===== config.mk =====
export PLATFORM = sky130hd
export DESIGN_NAME = svi_dev_end_flat
export DESIGN_NICKNAME = d
export VERILOG_FILES = /design/src/svi_pkg.sv /design/src/svi_if.sv /design/src/svi_dev_end.sv /design/src/flat_wrapper.sv
export SDC_FILE = /design/constraint.sdc
export NUM_CORES = 1
export LEC_CHECK = 0
export BUFFER_PORTS_ARGS = -buffer_cell sky130_fd_sc_hd__buf_2
export CAP_MARGIN = 20
export CORE_MARGIN = 3
export CORE_UTILIZATION = 35
export DETAILED_ROUTE_END_ITERATION = 7
export HOLD_SLACK_MARGIN = 0.05
export PLACE_DENSITY_LB_ADDON = 0.08
export RECOVER_POWER = 50
export SETUP_SLACK_MARGIN = 0.15
export SYNTH_ARGS = -nofsm -noshare
export SYNTH_HDL_FRONTEND = slang
export SYNTH_SLANG_ARGS = --single-unit

===== constraint.sdc =====
create_clock -name CORE_CLK -period 2.4 [get_ports CORE_CLK]
set_clock_uncertainty 0.15 [all_clocks]
set_input_delay 0 -clock CORE_CLK [delete_from_list [all_inputs] [get_ports CORE_CLK]]
set_output_delay 0 -clock CORE_CLK [all_outputs]
set_load 0.02 [all_outputs]

===== src/svi_pkg.sv =====
// Shared constants and types for the single-vector interrupt unit and its core end.
package svi_pkg;
  // Number of request sources; source i maps to pending bit i of {pending_flags_second[5:0], pending_flags_first}.
  localparam int SVI_NSRC = 14;
  localparam int SVI_SRC_W = 14;
  // Register addresses on the core register port.
  localparam logic [7:0] SVI_ADDR_MODE = 8'hDF;
  localparam logic [7:0] SVI_ADDR_PEND1 = 8'hD8;
  localparam logic [7:0] SVI_ADDR_PEND2 = 8'hD9;
  localparam logic [7:0] SVI_ADDR_EN1 = 8'hD6;
  localparam logic [7:0] SVI_ADDR_EN2 = 8'hD7;
  // Field positions and reset values.
  localparam int SVI_MODE_GIE_BIT = 3;
  localparam logic [7:0] SVI_MODE_RST = 8'h00;
  localparam logic [13:0] SVI_PEND_RST = 14'h0000;
  localparam logic [13:0] SVI_EN_RST = 14'h0000;
  // Vector bytes in program ROM: high byte first, then low byte.
  localparam logic [15:0] SVI_VEC_HI_ADDR = 16'h0000;
  localparam logic [15:0] SVI_VEC_LO_ADDR = 16'h0001;
  // Operations that the interrupt unit asks of the core.
  typedef enum logic [2:0] {
    SVI_OP_PUSH = 3'b000,
    SVI_OP_POP = 3'b001,
    SVI_OP_ROMRD = 3'b010,
    SVI_OP_JUMP = 3'b011,
    SVI_OP_RESTORE = 3'b100
  } svi_op_t;
  // APB register offsets of the core end.
  localparam logic [7:0] SVI_APB_CMD = 8'h00;
  localparam logic [7:0] SVI_APB_REGACC = 8'h04;
  localparam logic [7:0] SVI_APB_PC = 8'h08;
  localparam logic [7:0] SVI_APB_FLAGS = 8'h0C;
  localparam logic [7:0] SVI_APB_VECTOR = 8'h10;
  localparam logic [7:0] SVI_APB_SRCREQ = 8'h14;
  localparam logic [7:0] SVI_APB_STATUS = 8'h18;
  localparam logic [7:0] SVI_APB_ISTAT = 8'h1C;
  localparam logic [7:0] SVI_APB_IMASK = 8'h20;
  // Command bits of the CMD register.
  localparam int SVI_CMD_INSTR_END = 0;
  localparam int SVI_CMD_IRQ_ON = 1;
  localparam int SVI_CMD_IRQ_OFF = 2;
  localparam int SVI_CMD_RET = 3;
  localparam int SVI_CMD_REGWR = 4;
  // Event bits of the core end interrupt status register, ISTAT.
  localparam int SVI_EV_ACK = 0;
  localparam int SVI_EV_ENTRY = 1;
  localparam int SVI_EV_RETURN = 2;
  localparam int SVI_EV_W = 3;
  // Stack depth of the core end.
  localparam int SVI_STACK_DEPTH = 8;
endpackage : svi_pkg


===== src/svi_if.sv =====
// Link between the interrupt unit and the core end.
`timescale 1ns/1ps
interface svi_if;
  import svi_pkg::*;
  logic [SVI_SRC_W-1:0] src_req; // Source request pulses.
  logic instr_end; // Current instruction ends this cycle.
  logic irq_on_pulse; // Enable interrupt instruction.
  logic irq_off_pulse; // Disable interrupt instruction.
  logic ret_pulse; // Interrupt return instruction.
  logic reg_we; // Register write strobe.
  logic [7:0] reg_addr; // Register address.
  logic [7:0] reg_wdata; // Register write data.
  logic [7:0] reg_rdata; // Register read data.
  logic [15:0] pc_cur; // Current program counter.
  logic [7:0] flags_cur; // Current flags.
  logic int_ack; // Interrupt acknowledge pulse.
  logic cyc_busy; // Interrupt machine cycle in progress.
  logic op_valid; // Operation request.
  logic op_ready; // Operation accepted.
  svi_op_t op_code; // Operation kind.
  logic [15:0] op_addr; // ROM address or branch target.
  logic [7:0] op_wdata; // Push data or flags to restore.
  logic [7:0] op_rdata; // Pop or ROM data.
  modport dev (input src_req, instr_end, irq_on_pulse, irq_off_pulse, ret_pulse, reg_we, reg_addr, reg_wdata,
               pc_cur, flags_cur, op_ready, op_rdata,
               output reg_rdata, int_ack, cyc_busy, op_valid, op_code, op_addr, op_wdata);
  modport core (output src_req, instr_end, irq_on_pulse, irq_off_pulse, ret_pulse, reg_we, reg_addr, reg_wdata,
                pc_cur, flags_cur, op_ready, op_rdata,
                input reg_rdata, int_ack, cyc_busy, op_valid, op_code, op_addr, op_wdata);
endinterface : svi_if


===== src/svi_dev_end.sv =====
// Single-vector interrupt unit: pending, enables, global enable, entry and return sequences.
`timescale 1ns/1ps
module svi_dev_end
  import svi_pkg::*;
#(
  parameter int NSRC = SVI_NSRC
) (
  input wire logic CORE_CLK, // Core clock, 25 MHz.
  input wire logic RST_N, // Synchronous reset, active low.
  svi_if.dev LINK, // Link to the core end.
  output logic IRQ_PENDING, // Combined request to the core.
  output logic GIE_OUT, // Global enable bit.
  output logic BUSY // Interrupt machine cycle in progress.
);

  typedef enum logic [3:0] {
    SVI_ST_IDLE = 4'b0000,
    SVI_ST_PUSH_PCL = 4'b0001,
    SVI_ST_PUSH_PCH = 4'b0010,
    SVI_ST_PUSH_FLG = 4'b0011,
    SVI_ST_VEC_HI = 4'b0100,
    SVI_ST_VEC_LO = 4'b0101,
    SVI_ST_JUMP = 4'b0110,
    SVI_ST_POP_FLG = 4'b0111,
    SVI_ST_POP_PCH = 4'b1000,
    SVI_ST_POP_PCL = 4'b1001,
    SVI_ST_RESTORE = 4'b1010
  } svi_state_t;

  svi_state_t state_q;
  svi_state_t state_d;
  logic [NSRC-1:0] pend_q;
  logic [NSRC-1:0] pend_d;
  logic [NSRC-1:0] en_q;
  logic [7:0] mode_q;
  logic [15:0] pc_sv_q;
  logic [7:0] flg_sv_q;
  logic [15:0] vec_q;
  logic [15:0] ret_pc_q;
  logic [7:0] ret_flg_q;
  logic req;
  logic ack;
  logic ret_start;
  logic advance;
  logic idle;

  // True when a register write strobe hits the given address.
  function automatic logic wr_hit(input logic we, input logic [7:0] a, input logic [7:0] target);
    wr_hit = we && (a == target);
  endfunction : wr_hit

  // Combined request: pending AND own enable, ORed, gated by the global enable.
  // There is deliberately no priority encoder here; the handler polls the pending bits.
  assign req = mode_q[SVI_MODE_GIE_BIT] && (|(pend_q & en_q));
  assign idle = (state_q == SVI_ST_IDLE);
  // A return instruction ends an instruction too, so it wins over a new acknowledge in that cycle.
  assign ack = idle && LINK.instr_end && req && !LINK.ret_pulse;
  assign ret_start = idle && LINK.ret_pulse;
  assign advance = LINK.op_valid && LINK.op_ready;

  assign LINK.int_ack = ack;
  assign LINK.cyc_busy = !idle;
  assign IRQ_PENDING = req;
  assign GIE_OUT = mode_q[SVI_MODE_GIE_BIT];
  assign BUSY = !idle;

  // Pending bits: a source pulse sets its bit; a write ANDs the written value in.
  // Writing ones leaves bits alone, so a load with one zero clears just that source.
  // The set is ORed in last, so an event in the clearing cycle survives.
  always_comb begin
    pend_d = pend_q;
    if (wr_hit(LINK.reg_we, LINK.reg_addr, SVI_ADDR_PEND1)) begin
      pend_d[7:0] = pend_q[7:0] & LINK.reg_wdata;
    end
    if (wr_hit(LINK.reg_we, LINK.reg_addr, SVI_ADDR_PEND2)) begin
      pend_d[NSRC-1:8] = pend_q[NSRC-1:8] & LINK.reg_wdata[NSRC-9:0];
    end
    pend_d = pend_d | LINK.src_req[NSRC-1:0];
  end

  // Pending register; acknowledge does not touch it.
  always_ff @(posedge CORE_CLK) begin
    if (!RST_N) begin
      pend_q <= SVI_PEND_RST;
    end else begin
      pend_q <= pend_d;
    end
  end

  // Source enables, standing in for the enable bits of each peripheral control register.
  always_ff @(posedge CORE_CLK) begin
    if (!RST_N) begin
      en_q <= SVI_EN_RST;
    end else begin
      if (wr_hit(LINK.reg_we, LINK.reg_addr, SVI_ADDR_EN1)) begin
        en_q[7:0] <= LINK.reg_wdata;
      end
      if (wr_hit(LINK.reg_we, LINK.reg_addr, SVI_ADDR_EN2)) begin
        en_q[NSRC-1:8] <= LINK.reg_wdata[NSRC-9:0];
      end
    end
  end

  // System mode register; hardware entry and return act after software, so they win.
  always_ff @(posedge CORE_CLK) begin
    if (!RST_N) begin
      mode_q <= SVI_MODE_RST;
    end else begin
      if (wr_hit(LINK.reg_we, LINK.reg_addr, SVI_ADDR_MODE)) begin
        mode_q <= LINK.reg_wdata;
      end
      if (LINK.irq_on_pulse) begin
        mode_q[SVI_MODE_GIE_BIT] <= 1'b1;
      end
      if (LINK.irq_off_pulse) begin
        mode_q[SVI_MODE_GIE_BIT] <= 1'b0;
      end
      if (ack) begin
        mode_q[SVI_MODE_GIE_BIT] <= 1'b0;
      end
      if (state_q == SVI_ST_RESTORE && advance) begin
        mode_q[SVI_MODE_GIE_BIT] <= 1'b1;
      end
    end
  end

  // Register read path; unmapped addresses and unused bits read zero.
  always_comb begin
    LINK.reg_rdata = 8'h00;
    case (LINK.reg_addr)
      SVI_ADDR_MODE: LINK.reg_rdata = mode_q;
      SVI_ADDR_PEND1: LINK.reg_rdata = pend_q[7:0];
      SVI_ADDR_PEND2: LINK.reg_rdata[NSRC-9:0] = pend_q[NSRC-1:8];
      SVI_ADDR_EN1: LINK.reg_rdata = en_q[7:0];
      SVI_ADDR_EN2: LINK.reg_rdata[NSRC-9:0] = en_q[NSRC-1:8];
      default: LINK.reg_rdata = 8'h00;
    endcase
  end

  // Sequencer for the entry and return machine cycles.
  always_comb begin
    state_d = state_q;
    case (state_q)
      SVI_ST_IDLE: begin
        if (ack) begin
          state_d = SVI_ST_PUSH_PCL;
        end else if (ret_start) begin
          state_d = SVI_ST_POP_FLG;
        end
      end
      SVI_ST_PUSH_PCL: if (advance) state_d = SVI_ST_PUSH_PCH;
      SVI_ST_PUSH_PCH: if (advance) state_d = SVI_ST_PUSH_FLG;
      SVI_ST_PUSH_FLG: if (advance) state_d = SVI_ST_VEC_HI;
      SVI_ST_VEC_HI: if (advance) state_d = SVI_ST_VEC_LO;
      SVI_ST_VEC_LO: if (advance) state_d = SVI_ST_JUMP;
      SVI_ST_JUMP: if (advance) state_d = SVI_ST_IDLE;
      SVI_ST_POP_FLG: if (advance) state_d = SVI_ST_POP_PCH;
      SVI_ST_POP_PCH: if (advance) state_d = SVI_ST_POP_PCL;
      SVI_ST_POP_PCL: if (advance) state_d = SVI_ST_RESTORE;
      SVI_ST_RESTORE: if (advance) state_d = SVI_ST_IDLE;
      default: state_d = SVI_ST_IDLE;
    endcase
  end

  // State register.
  always_ff @(posedge CORE_CLK) begin
    if (!RST_N) begin
      state_q <= SVI_ST_IDLE;
    end else begin
      state_q <= state_d;
    end
  end

  // Context captured at acknowledge, so the core may not change it under us.
  always_ff @(posedge CORE_CLK) begin
    if (!RST_N) begin
      pc_sv_q <= 16'h0000;
      flg_sv_q <= 8'h00;
    end else if (ack) begin
      pc_sv_q <= LINK.pc_cur;
      flg_sv_q <= LINK.flags_cur;
    end
  end

  // Vector assembly: high byte from ROM 0, low byte from ROM 1.
  always_ff @(posedge CORE_CLK) begin
    if (!RST_N) begin
      vec_q <= 16'h0000;
    end else if (advance && state_q == SVI_ST_VEC_HI) begin
      vec_q[15:8] <= LINK.op_rdata;
    end else if (advance && state_q == SVI_ST_VEC_LO) begin
      vec_q[7:0] <= LINK.op_rdata;
    end
  end

  // Values popped on return, in reverse order of the pushes.
  always_ff @(posedge CORE_CLK) begin
    if (!RST_N) begin
      ret_pc_q <= 16'h0000;
      ret_flg_q <= 8'h00;
    end else if (advance) begin
      case (state_q)
        SVI_ST_POP_FLG: ret_flg_q <= LINK.op_rdata;
        SVI_ST_POP_PCH: ret_pc_q[15:8] <= LINK.op_rdata;
        SVI_ST_POP_PCL: ret_pc_q[7:0] <= LINK.op_rdata;
        default: ret_pc_q <= ret_pc_q;
      endcase
    end
  end

  // Operation presented to the core in each state; every field comes from flip-flops.
  always_comb begin
    LINK.op_valid = 1'b1;
    LINK.op_code = SVI_OP_PUSH;
    LINK.op_addr = 16'h0000;
    LINK.op_wdata = 8'h00;
    case (state_q)
      SVI_ST_PUSH_PCL: LINK.op_wdata = pc_sv_q[7:0];
      SVI_ST_PUSH_PCH: LINK.op_wdata = pc_sv_q[15:8];
      SVI_ST_PUSH_FLG: LINK.op_wdata = flg_sv_q;
      SVI_ST_VEC_HI: begin
        LINK.op_code = SVI_OP_ROMRD;
        LINK.op_addr = SVI_VEC_HI_ADDR;
      end
      SVI_ST_VEC_LO: begin
        LINK.op_code = SVI_OP_ROMRD;
        LINK.op_addr = SVI_VEC_LO_ADDR;
      end
      SVI_ST_JUMP: begin
        LINK.op_code = SVI_OP_JUMP;
        LINK.op_addr = vec_q;
      end
      SVI_ST_POP_FLG, SVI_ST_POP_PCH, SVI_ST_POP_PCL: LINK.op_code = SVI_OP_POP;
      SVI_ST_RESTORE: begin
        LINK.op_code = SVI_OP_RESTORE;
        LINK.op_addr = ret_pc_q;
        LINK.op_wdata = ret_flg_q;
      end
      default: LINK.op_valid = 1'b0;
    endcase
  end

endmodule : svi_dev_end


===== src/flat_wrapper.sv =====
// flat-port wrapper written by rule: the top's interface ports become plain ports
module svi_dev_end_flat import svi_pkg::*;
#(
  parameter int NSRC = SVI_NSRC
)
  (CORE_CLK, RST_N, IRQ_PENDING, GIE_OUT, BUSY, LINK_src_req, LINK_instr_end, LINK_irq_on_pulse, LINK_irq_off_pulse, LINK_ret_pulse, LINK_reg_we, LINK_reg_addr, LINK_reg_wdata, LINK_pc_cur, LINK_flags_cur, LINK_op_ready, LINK_op_rdata, LINK_reg_rdata, LINK_int_ack, LINK_cyc_busy, LINK_op_valid, LINK_op_code, LINK_op_addr, LINK_op_wdata);
  svi_if LINK_i ();
  input wire logic CORE_CLK;
  input wire logic RST_N;
  output logic IRQ_PENDING;
  output logic GIE_OUT;
  output logic BUSY;
  input wire logic [$bits(LINK_i.src_req)-1:0] LINK_src_req;
  input wire logic [$bits(LINK_i.instr_end)-1:0] LINK_instr_end;
  input wire logic [$bits(LINK_i.irq_on_pulse)-1:0] LINK_irq_on_pulse;
  input wire logic [$bits(LINK_i.irq_off_pulse)-1:0] LINK_irq_off_pulse;
  input wire logic [$bits(LINK_i.ret_pulse)-1:0] LINK_ret_pulse;
  input wire logic [$bits(LINK_i.reg_we)-1:0] LINK_reg_we;
  input wire logic [$bits(LINK_i.reg_addr)-1:0] LINK_reg_addr;
  input wire logic [$bits(LINK_i.reg_wdata)-1:0] LINK_reg_wdata;
  input wire logic [$bits(LINK_i.pc_cur)-1:0] LINK_pc_cur;
  input wire logic [$bits(LINK_i.flags_cur)-1:0] LINK_flags_cur;
  input wire logic [$bits(LINK_i.op_ready)-1:0] LINK_op_ready;
  input wire logic [$bits(LINK_i.op_rdata)-1:0] LINK_op_rdata;
  output wire logic [$bits(LINK_i.reg_rdata)-1:0] LINK_reg_rdata;
  output wire logic [$bits(LINK_i.int_ack)-1:0] LINK_int_ack;
  output wire logic [$bits(LINK_i.cyc_busy)-1:0] LINK_cyc_busy;
  output wire logic [$bits(LINK_i.op_valid)-1:0] LINK_op_valid;
  output wire logic [$bits(LINK_i.op_code)-1:0] LINK_op_code;
  output wire logic [$bits(LINK_i.op_addr)-1:0] LINK_op_addr;
  output wire logic [$bits(LINK_i.op_wdata)-1:0] LINK_op_wdata;
  assign LINK_i.src_req = LINK_src_req;
  assign LINK_i.instr_end = LINK_instr_end;
  assign LINK_i.irq_on_pulse = LINK_irq_on_pulse;
  assign LINK_i.irq_off_pulse = LINK_irq_off_pulse;
  assign LINK_i.ret_pulse = LINK_ret_pulse;
  assign LINK_i.reg_we = LINK_reg_we;
  assign LINK_i.reg_addr = LINK_reg_addr;
  assign LINK_i.reg_wdata = LINK_reg_wdata;
  assign LINK_i.pc_cur = LINK_pc_cur;
  assign LINK_i.flags_cur = LINK_flags_cur;
  assign LINK_i.op_ready = LINK_op_ready;
  assign LINK_i.op_rdata = LINK_op_rdata;
  assign LINK_reg_rdata = LINK_i.reg_rdata;
  assign LINK_int_ack = LINK_i.int_ack;
  assign LINK_cyc_busy = LINK_i.cyc_busy;
  assign LINK_op_valid = LINK_i.op_valid;
  assign LINK_op_code = LINK_i.op_code;
  assign LINK_op_addr = LINK_i.op_addr;
  assign LINK_op_wdata = LINK_i.op_wdata;
  svi_dev_end #(.NSRC(NSRC)) u_core (.CORE_CLK(CORE_CLK), .RST_N(RST_N), .LINK(LINK_i), .IRQ_PENDING(IRQ_PENDING), .GIE_OUT(GIE_OUT), .BUSY(BUSY));
endmodule

==> results of run 1 <==
==> layout make-up <==
class,count,share of cell area
flip-flops and latches,104,0.3187
well taps,172,0.03286
repair buffers,209,0.2235
clock inverters,7,0.01318
inverters,21,0.01204
clock buffers,9,0.03439
multi-input cells,379,0.3653
==> layer usage <==
layer  global-route usage  up-vias
met4              0.06228        0
met1               0.2770     2216
met2               0.3075      132
met3              0.02719       18
met5                    0        -
li1                     -     2314
==> Yosys cell counts (3+ instances only) <==
cell,n
nand2_1,31
a22oi_1,36
nor3_4,4
o21ai_0,49
dfxtp_1,104
buf_2,9
nor2_1,60
o21ai_1,3
nand3_1,39
inv_1,21
a21oi_1,49
mux2i_1,58
clkbuf_1,22
a22o_1,15
nand2b_1,3
==> sequential cells by signal, summed over array words and instances, names as in the netlist, 8 cells and up <==
| name | cells |
|---|---|
| u_core.en_q | 14 |
| u_core.flg_sv_q | 8 |
| u_core.mode_q | 8 |
| u_core.pc_sv_q | 16 |
| u_core.pend_q | 14 |
| u_core.ret_flg_q | 8 |
| u_core.ret_pc_q | 16 |
| u_core.vec_q | 16 |
==> worst paths after layout <==
path | end | slack (ns) | cells past startpoint
setup / recovery | LINK_op_wdata[1] | 0.27 | 5
hold / removal | u_core.mode_q[3] | 0.25 | 3
setup reg to reg | u_core.ret_pc_q[11] | 0.32 | 5
hold reg to reg | u_core.en_q[10] | 0.33 | 2
==> stage by stage <==
step | hold WS [ns] | cell area [um2] | instances
after floorplan | -0.04462 | 4742 | 540
after global placement | 0.06472 | 5498 | 806
after detailed placement | 0.05801 | 5498 | 806
after CTS | 0.07494 | 6604 | 901
after global routing | 0.2614 | 6549 | 901
final | 0.2485 | 6549 | 901
==> worst max-delay path, delay by kind of cell (launching register included) <==
kind / cells / cell delay [ns]
compound gates: 2 / 0.37
buf+inv: 2 / 0.42
flops: 1 / 0.61
simple gates: 1 / 0.24
==> kinds of logic after synthesis <==
family | count (synthesis) | synth area share
mux | 58 | 0.1224
simple gates | 156 | 0.1681
flops | 104 | 0.4391
buf+inv | 57 | 0.05040
compound gates | 165 | 0.2201
==> what timing repair did <==
item,in CTS,in global routing
endpoints found under the setup margin,19,24
endpoints found under the hold margin,104,0
resized for setup,2,4
hold buffers,79,0
pin swaps,0,0
==> report_power, final <==
part,total (uW),leakage (uW),internal (uW),switching [uW]
logic,907,0.00184,356,552
clock network,1540,0.000150,832,705
registers,1910,0.000844,1800,108
total,4350,0.00284,2990,1360
==> impl_metrics.csv, run 1 <==
group,metric,value,unit
worst_setup_path,cp_max_fo,14,
worst_setup_path,slowest_stage,"dfxtp_1",
synth,postSynthAreaPerCell,8.782,um2
power_and_ir_drop,p_per_area,664.2,nW/um2
synth,yosysWarnings,0,
worst_setup_path,required,2.25,ns
sta,slew_headroom,0.3962,
power_and_ir_drop,peakVddDrop,0.5243,mV
cells_and_area,final_util,0.5066,
route,vias_per_cell,5.194,
floorplan,rows,41,
cts,clock-root-buffer,"clkbuf_16",
route,met2_length,6551,um
synth,synth_fp_nets,610,
global_route,grt_max_degree,26,
synth,yosysUniqueCellTypes,46,
cells_and_area,fillers,1264,
route,vias,4680,
job,cap_violations,0,
hold_path,min_from,"LINK_irq_off_pulse",
cells_and_area,drive_gt1_frac,0.2030,
worst_setup_path,cp-start-kind,"flip-flop",
sta,fin_crit_sh,0.8892,
global_route,antenna_found_initial,0,
worst_setup_path,worstSetupPathType,"flip-flop to output port",
floorplan,die_h,122.4,um
worst_setup_path,cp_data_arrival_time,1.98,ns
power_and_ir_drop,leakage,0.002837,uW
sta,fmax,468.6,MHz
floorplan,core,12930,um2
placement,io_buffers,110,
cts,numCtsBuffers,9,
placement,pre_cts_ws,0.3441,ns
synth,synth_flop_cell,"dfxtp_1",
power_and_ir_drop,power.total,4350,uW
route,firstDrtPassIters,7,
sta,worstMarginPinSlew,0.9057,ns
synth,async_reset_ff_frac,0,
sta,hold_viol_final,0,
synth,synth_top_area_share,0.4391,
status,status,"finished clean",
synth,synth-edff-count,0,
floorplan,start_util,0.3668,
route,wl_met3,592,um
global_route,grt_pass1_vias,4535,
synth,synth-seq-cells,104,
route,antenna_left,0,
cts,clockBufferDepth,2,
cells_and_area,seq_area,2087,um2
sta,min_period,2.134,ns
cells_and_area,antenna_cells,0,
cts,htree_levels,3,
cells_and_area,num-nets-final,794,
cts,cts_setup_buffers,0,
floorplan,dieArea,14980,um2
cts,cts_tree,"yes",
worst_setup_path,crit_path_max_incr_delay,0.61,ns
route,routed.top_layer,"met4",
placement,dp_hpwl,9896,um
synth,yosysSeqAreaShare,0.4391,
synth,netlist_area,4742,um2
floorplan,boundaryPins,111,
worst_setup_path,endpoint_kind,"output port",
worst_setup_path,path_cells,"nor2b_1, buf_4, a22oi_1, o21ai_0, buf_2",
synth,synth.largest_area_cell,"dfxtp_1",
sta,setup_viol,0,
route,wl,14430,um
sta,worst_slack,0.2658,ns
hold_path,min_path_type,"input pin to flip-flop",
route,drc,0,
sta,drv_slew,0,
global_route,groute.usage.overall,0.1954,
synth,netlist_instances,540,
synth,yosys-top-cells-area,"dfxtp_1, mux2i_1, a22oi_1",
cells_and_area,layout_common_cells,"buf_2, dfxtp_1, dlygate4sd3_1, nor2_1, mux2i_1",
cells_and_area,area_delta_synth_final,38.10,%
global_route,grt-ovfl-total,0,
route,drt_iter0_drc,326,
worst_setup_path,cp-startpoint,"u_core.state_q[0]",
route,met1_length,7089,um
cts,clk_latency,0.34,ns
cells_and_area,multiInputGateArea,2392,um2
placement,place_congestion,0.7917,
global_route,grt_pass1_wl,23140,um
sta,rsz0062_at_grt,"no",
floorplan,die_x,122.4,um
cts,clock_sinks,104,
cts,path_clk_slew,0.07,ns
sta,setup-tns-final,0,ns
route,wl_per_cell,16.02,um
worst_setup_path,r2r_start,"u_core.state_q[0]",
Note: power is estimated with default switching activity, not from simulation.
==> inputs of run 2 (changes only) <==
- CTS_CLUSTER_SIZE: default -> 14
- clock period: 2.4 -> 2.2 ns (I/O delays scaled with it)
==> impl_metrics.csv, run 2 (synthesis gave the netlist of run 1 again) <==
group,metric,value,unit
status,status,"finished clean",
floorplan,dieArea,14980,um2
sta,slew_headroom,0.4779,
route,antenna_left,0,
worst_setup_path,endpoint_kind,"output port",
floorplan,boundaryPins,111,
hold_path,min_path_type,"input pin to flip-flop",
global_route,grt_pass1_wl,22990,um
cts,path_clk_slew,0.07,ns
power_and_ir_drop,netSwitchingFraction,0.2980,
floorplan,die_h,122.4,um
power_and_ir_drop,clkPwrFrac,0.357,
sta,fin_crit_sh,0.9043,
floorplan,core,12930,um2
sta,setup-tns-final,0,ns
cts,clk_latency,0.35,ns
floorplan,die_x,122.4,um
job,cap_violations,0,
power_and_ir_drop,peakVddDrop,0.4601,mV
sta,setup_viol,0,
cts,htree_levels,3,
global_route,grt-ovfl-total,0,
global_route,groute.usage.overall,0.1961,
cells_and_area,final_util,0.5239,
worst_setup_path,cp_max_fo,12,
power_and_ir_drop,leakage,0.002917,uW
global_route,grt_pass1_vias,4429,
route,drc,0,
route,firstDrtPassIters,5,
power_and_ir_drop,switchingPower,1451,uW
cells_and_area,layout_common_cells,"dfxtp_1, buf_2, dlygate4sd3_1, nor2_1, mux2i_1",
sta,fmax,502.6,MHz
cells_and_area,num-nets-final,805,
cts,numCtsBuffers,9,
worst_setup_path,worstSetupPathType,"flip-flop to output port",
cells_and_area,reg_top3,"u_core.pc_sv_q x16, u_core.ret_pc_q x16, u_core.vec_q x16",
route,drt_iter0_drc,342,
floorplan,start_util,0.3668,
cts,clockBufferDepth,2,
cells_and_area,area_delta_synth_final,42.82,%
worst_setup_path,slowest_stage,"dfxtp_2",
sta,min_period,1.989,ns
power_and_ir_drop,pwr-share-comb,0.221,
sta,rsz0062_at_grt,"yes",
power_and_ir_drop,p_per_area,718.7,nW/um2
route,wl,14510,um
sta,drv_slew,0,
worst_setup_path,cp_data_arrival_time,1.84,ns
cts,clock_sinks,104,
cells_and_area,mostFrequentLayoutCell,"dfxtp_1",
global_route,antenna_found_initial,0,
sta,worstMarginPinSlew,0.7771,ns
cells_and_area,drive_gt1_frac,0.2216,
cts,clock-root-buffer,"clkbuf_16",
placement,place_congestion,0.8449,
sta,hold_viol_final,0,
floorplan,rows,41,
route,vias_per_cell,5.028,
power_and_ir_drop,p_seq_frac,0.423,
global_route,grt_max_degree,37,
worst_setup_path,cp-start-kind,"flip-flop",
placement,io_buffers,110,
worst_setup_path,crit_path_max_incr_delay,0.47,ns
worst_setup_path,path_cells,"nand2_2, nor3b_4, buf_6, buf_16, a22o_1, buf_4",
worst_setup_path,required,2.05,ns
route,vias,4591,
cts,cts_tree,"yes",
route,wl_per_cell,15.89,um
power_and_ir_drop,internal_power,3417,uW
cells_and_area,fillers,1245,
placement,dp_hpwl,9781,um
run 2: cell count changes in the layout (fill, tap and decap cells not counted), sizes merged:
cell | before | now
inv | 24 | 21
clkinv | 2 | 1
buf | 117 | 125
clkinvlp | 1 | 2
diode | 0 | 1
bufinv | 1 | 2
clkbuf | 22 | 27
run 2: cell type report:
| class | instances | area, um2 | share of cell area |
|---|---|---|---|
| well taps | 172 | 215.2 | 0.03178 |
| clock inverters | 5 | 80.08 | 0.01182 |
| multi-input cells | 379 | 2410 | 0.3558 |
| clock buffers | 11 | 242.7 | 0.03584 |
| diodes | 1 | 2.502 | 0.0003695 |
| inverters | 21 | 78.83 | 0.01164 |
| repair buffers | 220 | 1654 | 0.2442 |
| flip-flops and latches | 104 | 2090 | 0.3085 |
run 2: worst paths after layout:
path | start | to | slack, ns | cells past startpoint
setup reg to reg | u_core.state_q[2] | u_core.vec_q[5] | 0.22 | 6
setup / recovery | u_core.state_q[1] | LINK_op_addr[13] | 0.21 | 6
hold reg to reg | u_core.pc_sv_q[12] | u_core.pc_sv_q[12] | 0.32 | 2
hold / removal | LINK_instr_end | u_core.mode_q[3] | 0.04 | 4
run 2: what timing repair did:
| item | in CTS | in global routing |
|---|---|---|
| pin swaps | 2 | 1 |
| hold buffers | 79 | 0 |
| buffers inserted | 3 | 2 |
| endpoints found under the hold margin | 104 | 0 |
| setup endpoints to repair | 25 | 32 |
| resized for setup | 10 | 20 |
| gates cloned | 1 | 0 |
run 2: power by group through the flow:
stage	logic, uW	clock network [uW]	registers, uW
final	1070	1740	2060
after global routing	1180	1850	2070
after floorplan	648	0	2050
after CTS	1080	1780	2050
after detailed placement	953	0	2090
after global placement	943	0	2080
run 2: through the flow:
stage	std cells	setup WS [ns]	hold slack (ns)	cell area [um2]	total power [uW]
after floorplan	540	0.1570	-0.04462	4742	2694
after CTS	910	0.1533	0.06212	6763	4906
after global routing	912	0.1054	0.07939	6770	5098
final	913	0.2105	0.03886	6773	4867
after detailed placement	811	0.2711	0.05626	5585	3040
after global placement	811	0.3193	0.05939	5585	3024
run 2: worst max-delay path: cells and delay by family (launching register included):
family	cells	cell delay (ns)
buf+inv	3	0.44
flops	1	0.47
compound gates	1	0.15
simple gates	2	0.43
run 2: per-layer routing:
metal	track usage	vias up	wire (um)
met5	0	-	0
met2	0.2951	132	6433
li1	-	2330	-
met1	0.2765	2117	7078
met3	0.04931	12	828
met4	0.06018	0	170
==> inputs of run 3 (changes only) <==
- CORE_ASPECT_RATIO: default -> 1.1
- CTS_CLUSTER_SIZE: 14 -> default
==> impl_metrics.csv, run 3 (synthesis gave the netlist of run 1 again) <==
group,metric,value,unit
route,wl,14790,um
cells_and_area,final_cell_area,6679,um2
worst_setup_path,cp_max_fo,9,
placement,pre_cts_ws,0.2458,ns
power_and_ir_drop,power.total,4875,uW
cts,htree_levels,3,
job,cap_violations,0,
sta,min_period,2.035,ns
cells_and_area,fillers,1283,
worst_setup_path,crit_family,"buffers and inverters",
floorplan,core,12910,um2
placement,dpl_cell_area,5524,um2
power_and_ir_drop,peakVddDrop,0.3029,mV
route,vias_per_cell,5.320,
worst_setup_path,cp_data_arrival_time,1.89,ns
cells_and_area,antenna_cells,0,
worst_setup_path,slowest_stage,"dfxtp_1",
global_route,grt_max_degree,26,
worst_setup_path,required,2.05,ns
cells_and_area,num-nets-final,803,
cells_and_area,mostFrequentLayoutCell,"dfxtp_1",
global_route,grt-ovfl-total,0,
cts,clock-root-buffer,"clkbuf_16",
worst_setup_path,path_cells,"buf_4, nor2b_2, buf_4, a22oi_1, o21ai_0, buf_2",
hold_path,min_path_type,"input pin to flip-flop",
power_and_ir_drop,p_per_area,730.0,nW/um2
cells_and_area,stdcell_count,895,
cts,clock_sinks,104,
cts,cts_tree,"yes",
cts,clockBufferDepth,2,
floorplan,boundaryPins,111,
global_route,grt_pass1_vias,4636,
placement,io_buffers,110,
floorplan,die_h,128.1,um
placement,place_inst,797,
placement,dp_hpwl,9833,um
sta,setup_viol,0,
route,firstDrtPassIters,5,
sta,hold_viol_final,0,
global_route,grt_pass1_wl,23360,um
worst_setup_path,worst_path_most_repeated_cell,"buf_4",
sta,slew_headroom,0.5387,
route,wl_per_cell,16.52,um
power_and_ir_drop,leakage,0.002896,uW
floorplan,start_util,0.3672,
route,drc,0,
cells_and_area,reg_top3,"u_core.pc_sv_q x16, u_core.ret_pc_q x16, u_core.vec_q x16",
global_route,antenna_found_initial,0,
sta,worst_slack,0.1648,ns
status,status,"finished clean",
cells_and_area,area_delta_synth_final,40.84,%
route,antenna_left,0,
sta,rsz0062_at_grt,"yes",
route,drt_iter0_drc,295,
sta,fmax,491.4,MHz
cells_and_area,drive_gt1_frac,0.2154,
sta,setup-tns-final,0,ns
route,vias,4761,
sta,worstMarginPinSlew,0.6919,ns
cts,numCtsBuffers,9,
worst_setup_path,endpoint_kind,"output port",
worst_setup_path,cp-start-kind,"flip-flop",
floorplan,rows,43,
global_route,groute.usage.overall,0.1998,
worst_setup_path,worstSetupPathType,"flip-flop to output port",
sta,drv_slew,0,
placement,place_congestion,0.8904,
worst_setup_path,path_buf_inv,3,
sta,fin_crit_sh,0.9251,
cells_and_area,layout_common_cells,"dfxtp_1, buf_2, dlygate4sd3_1, nor2_1, mux2i_1",
cts,path_clk_slew,0.07,ns
worst_setup_path,crit_path_max_incr_delay,0.43,ns
floorplan,die_x,117.0,um
floorplan,dieArea,14980,um2
cts,clk_latency,0.35,ns
[run 3: changes by cell type in the layout (fill, tap and decap cells not counted), moves of 3 or more]
| cell | before | now |
|---|---|---|
| buf_2 | 92 | 96 |
| clkbuf_1 | 15 | 19 |
| dfxtp_2 | 3 | 0 |
| buf_12 | 5 | 0 |
| buf_4 | 25 | 21 |
[run 3: worst min-delay path, stage by stage]
cell and delay [ns]:
dlygate4sd3_1 0.52, buf_2 0.11, o41ai_2 0.07
[run 3: repair_timing]
item / 4_1_cts / 5_1_grt
endpoints found under the setup margin: 25 / 47
cloned: 0 / 1
setup buffers: 2 / 1
hold endpoints to repair: 104 / 0
pin swaps: 1 / 1
gates resized for setup: 8 / 21
hold buffers: 78 / 0
[run 3: path summary, 6_finish.rpt]
check	depth (start not counted)	slack, ns	start	end
max	6	0.16	u_core.state_q[0]	LINK_op_wdata[3]
min	3	0.24	LINK_irq_off_pulse	u_core.mode_q[3]
max reg2reg	6	0.24	u_core.state_q[0]	u_core.ret_pc_q[9]
min reg2reg	2	0.33	u_core.pc_sv_q[2]	u_core.pc_sv_q[2]
[run 3: cell type report]
type	count	area, um2	area share
Sequential cell	104	2090	0.3129
Tap cell	157	196.4	0.02941
Multi-Input combinational cell	379	2435	0.3646
Inverter	21	83.83	0.01255
Clock inverter	6	82.58	0.01236
Clock buffer	10	239.0	0.03578
Timing Repair Buffer	218	1553	0.2325
[run 3: through the flow]
stage | hold WS [ns] | util
2_1_floorplan | -0.04462 | -
3_3_place_gp | 0.06600 | 0.4278
3_5_place_dp | 0.06621 | 0.4278
4_1_cts | 0.07613 | 0.5155
5_1_grt | 0.2412 | 0.5172
6_report | 0.2403 | 0.5172
[run 3: power breakdown]
part	leakage [uW]	switching (uW)	total (uW)	internal, uW
sequential	0.000845	101	2070	1960
combinational	0.00189	668	1080	407
clock	0.000158	711	1730	1020
[run 3: per-layer routing]
layer  part of all wire  routed length (um)  track usage
met5                  0                   0            0
met4              0.019                 275      0.07287
met3              0.045                 672      0.02786
met2               0.48                7121       0.3321
met1               0.45                6717       0.2622
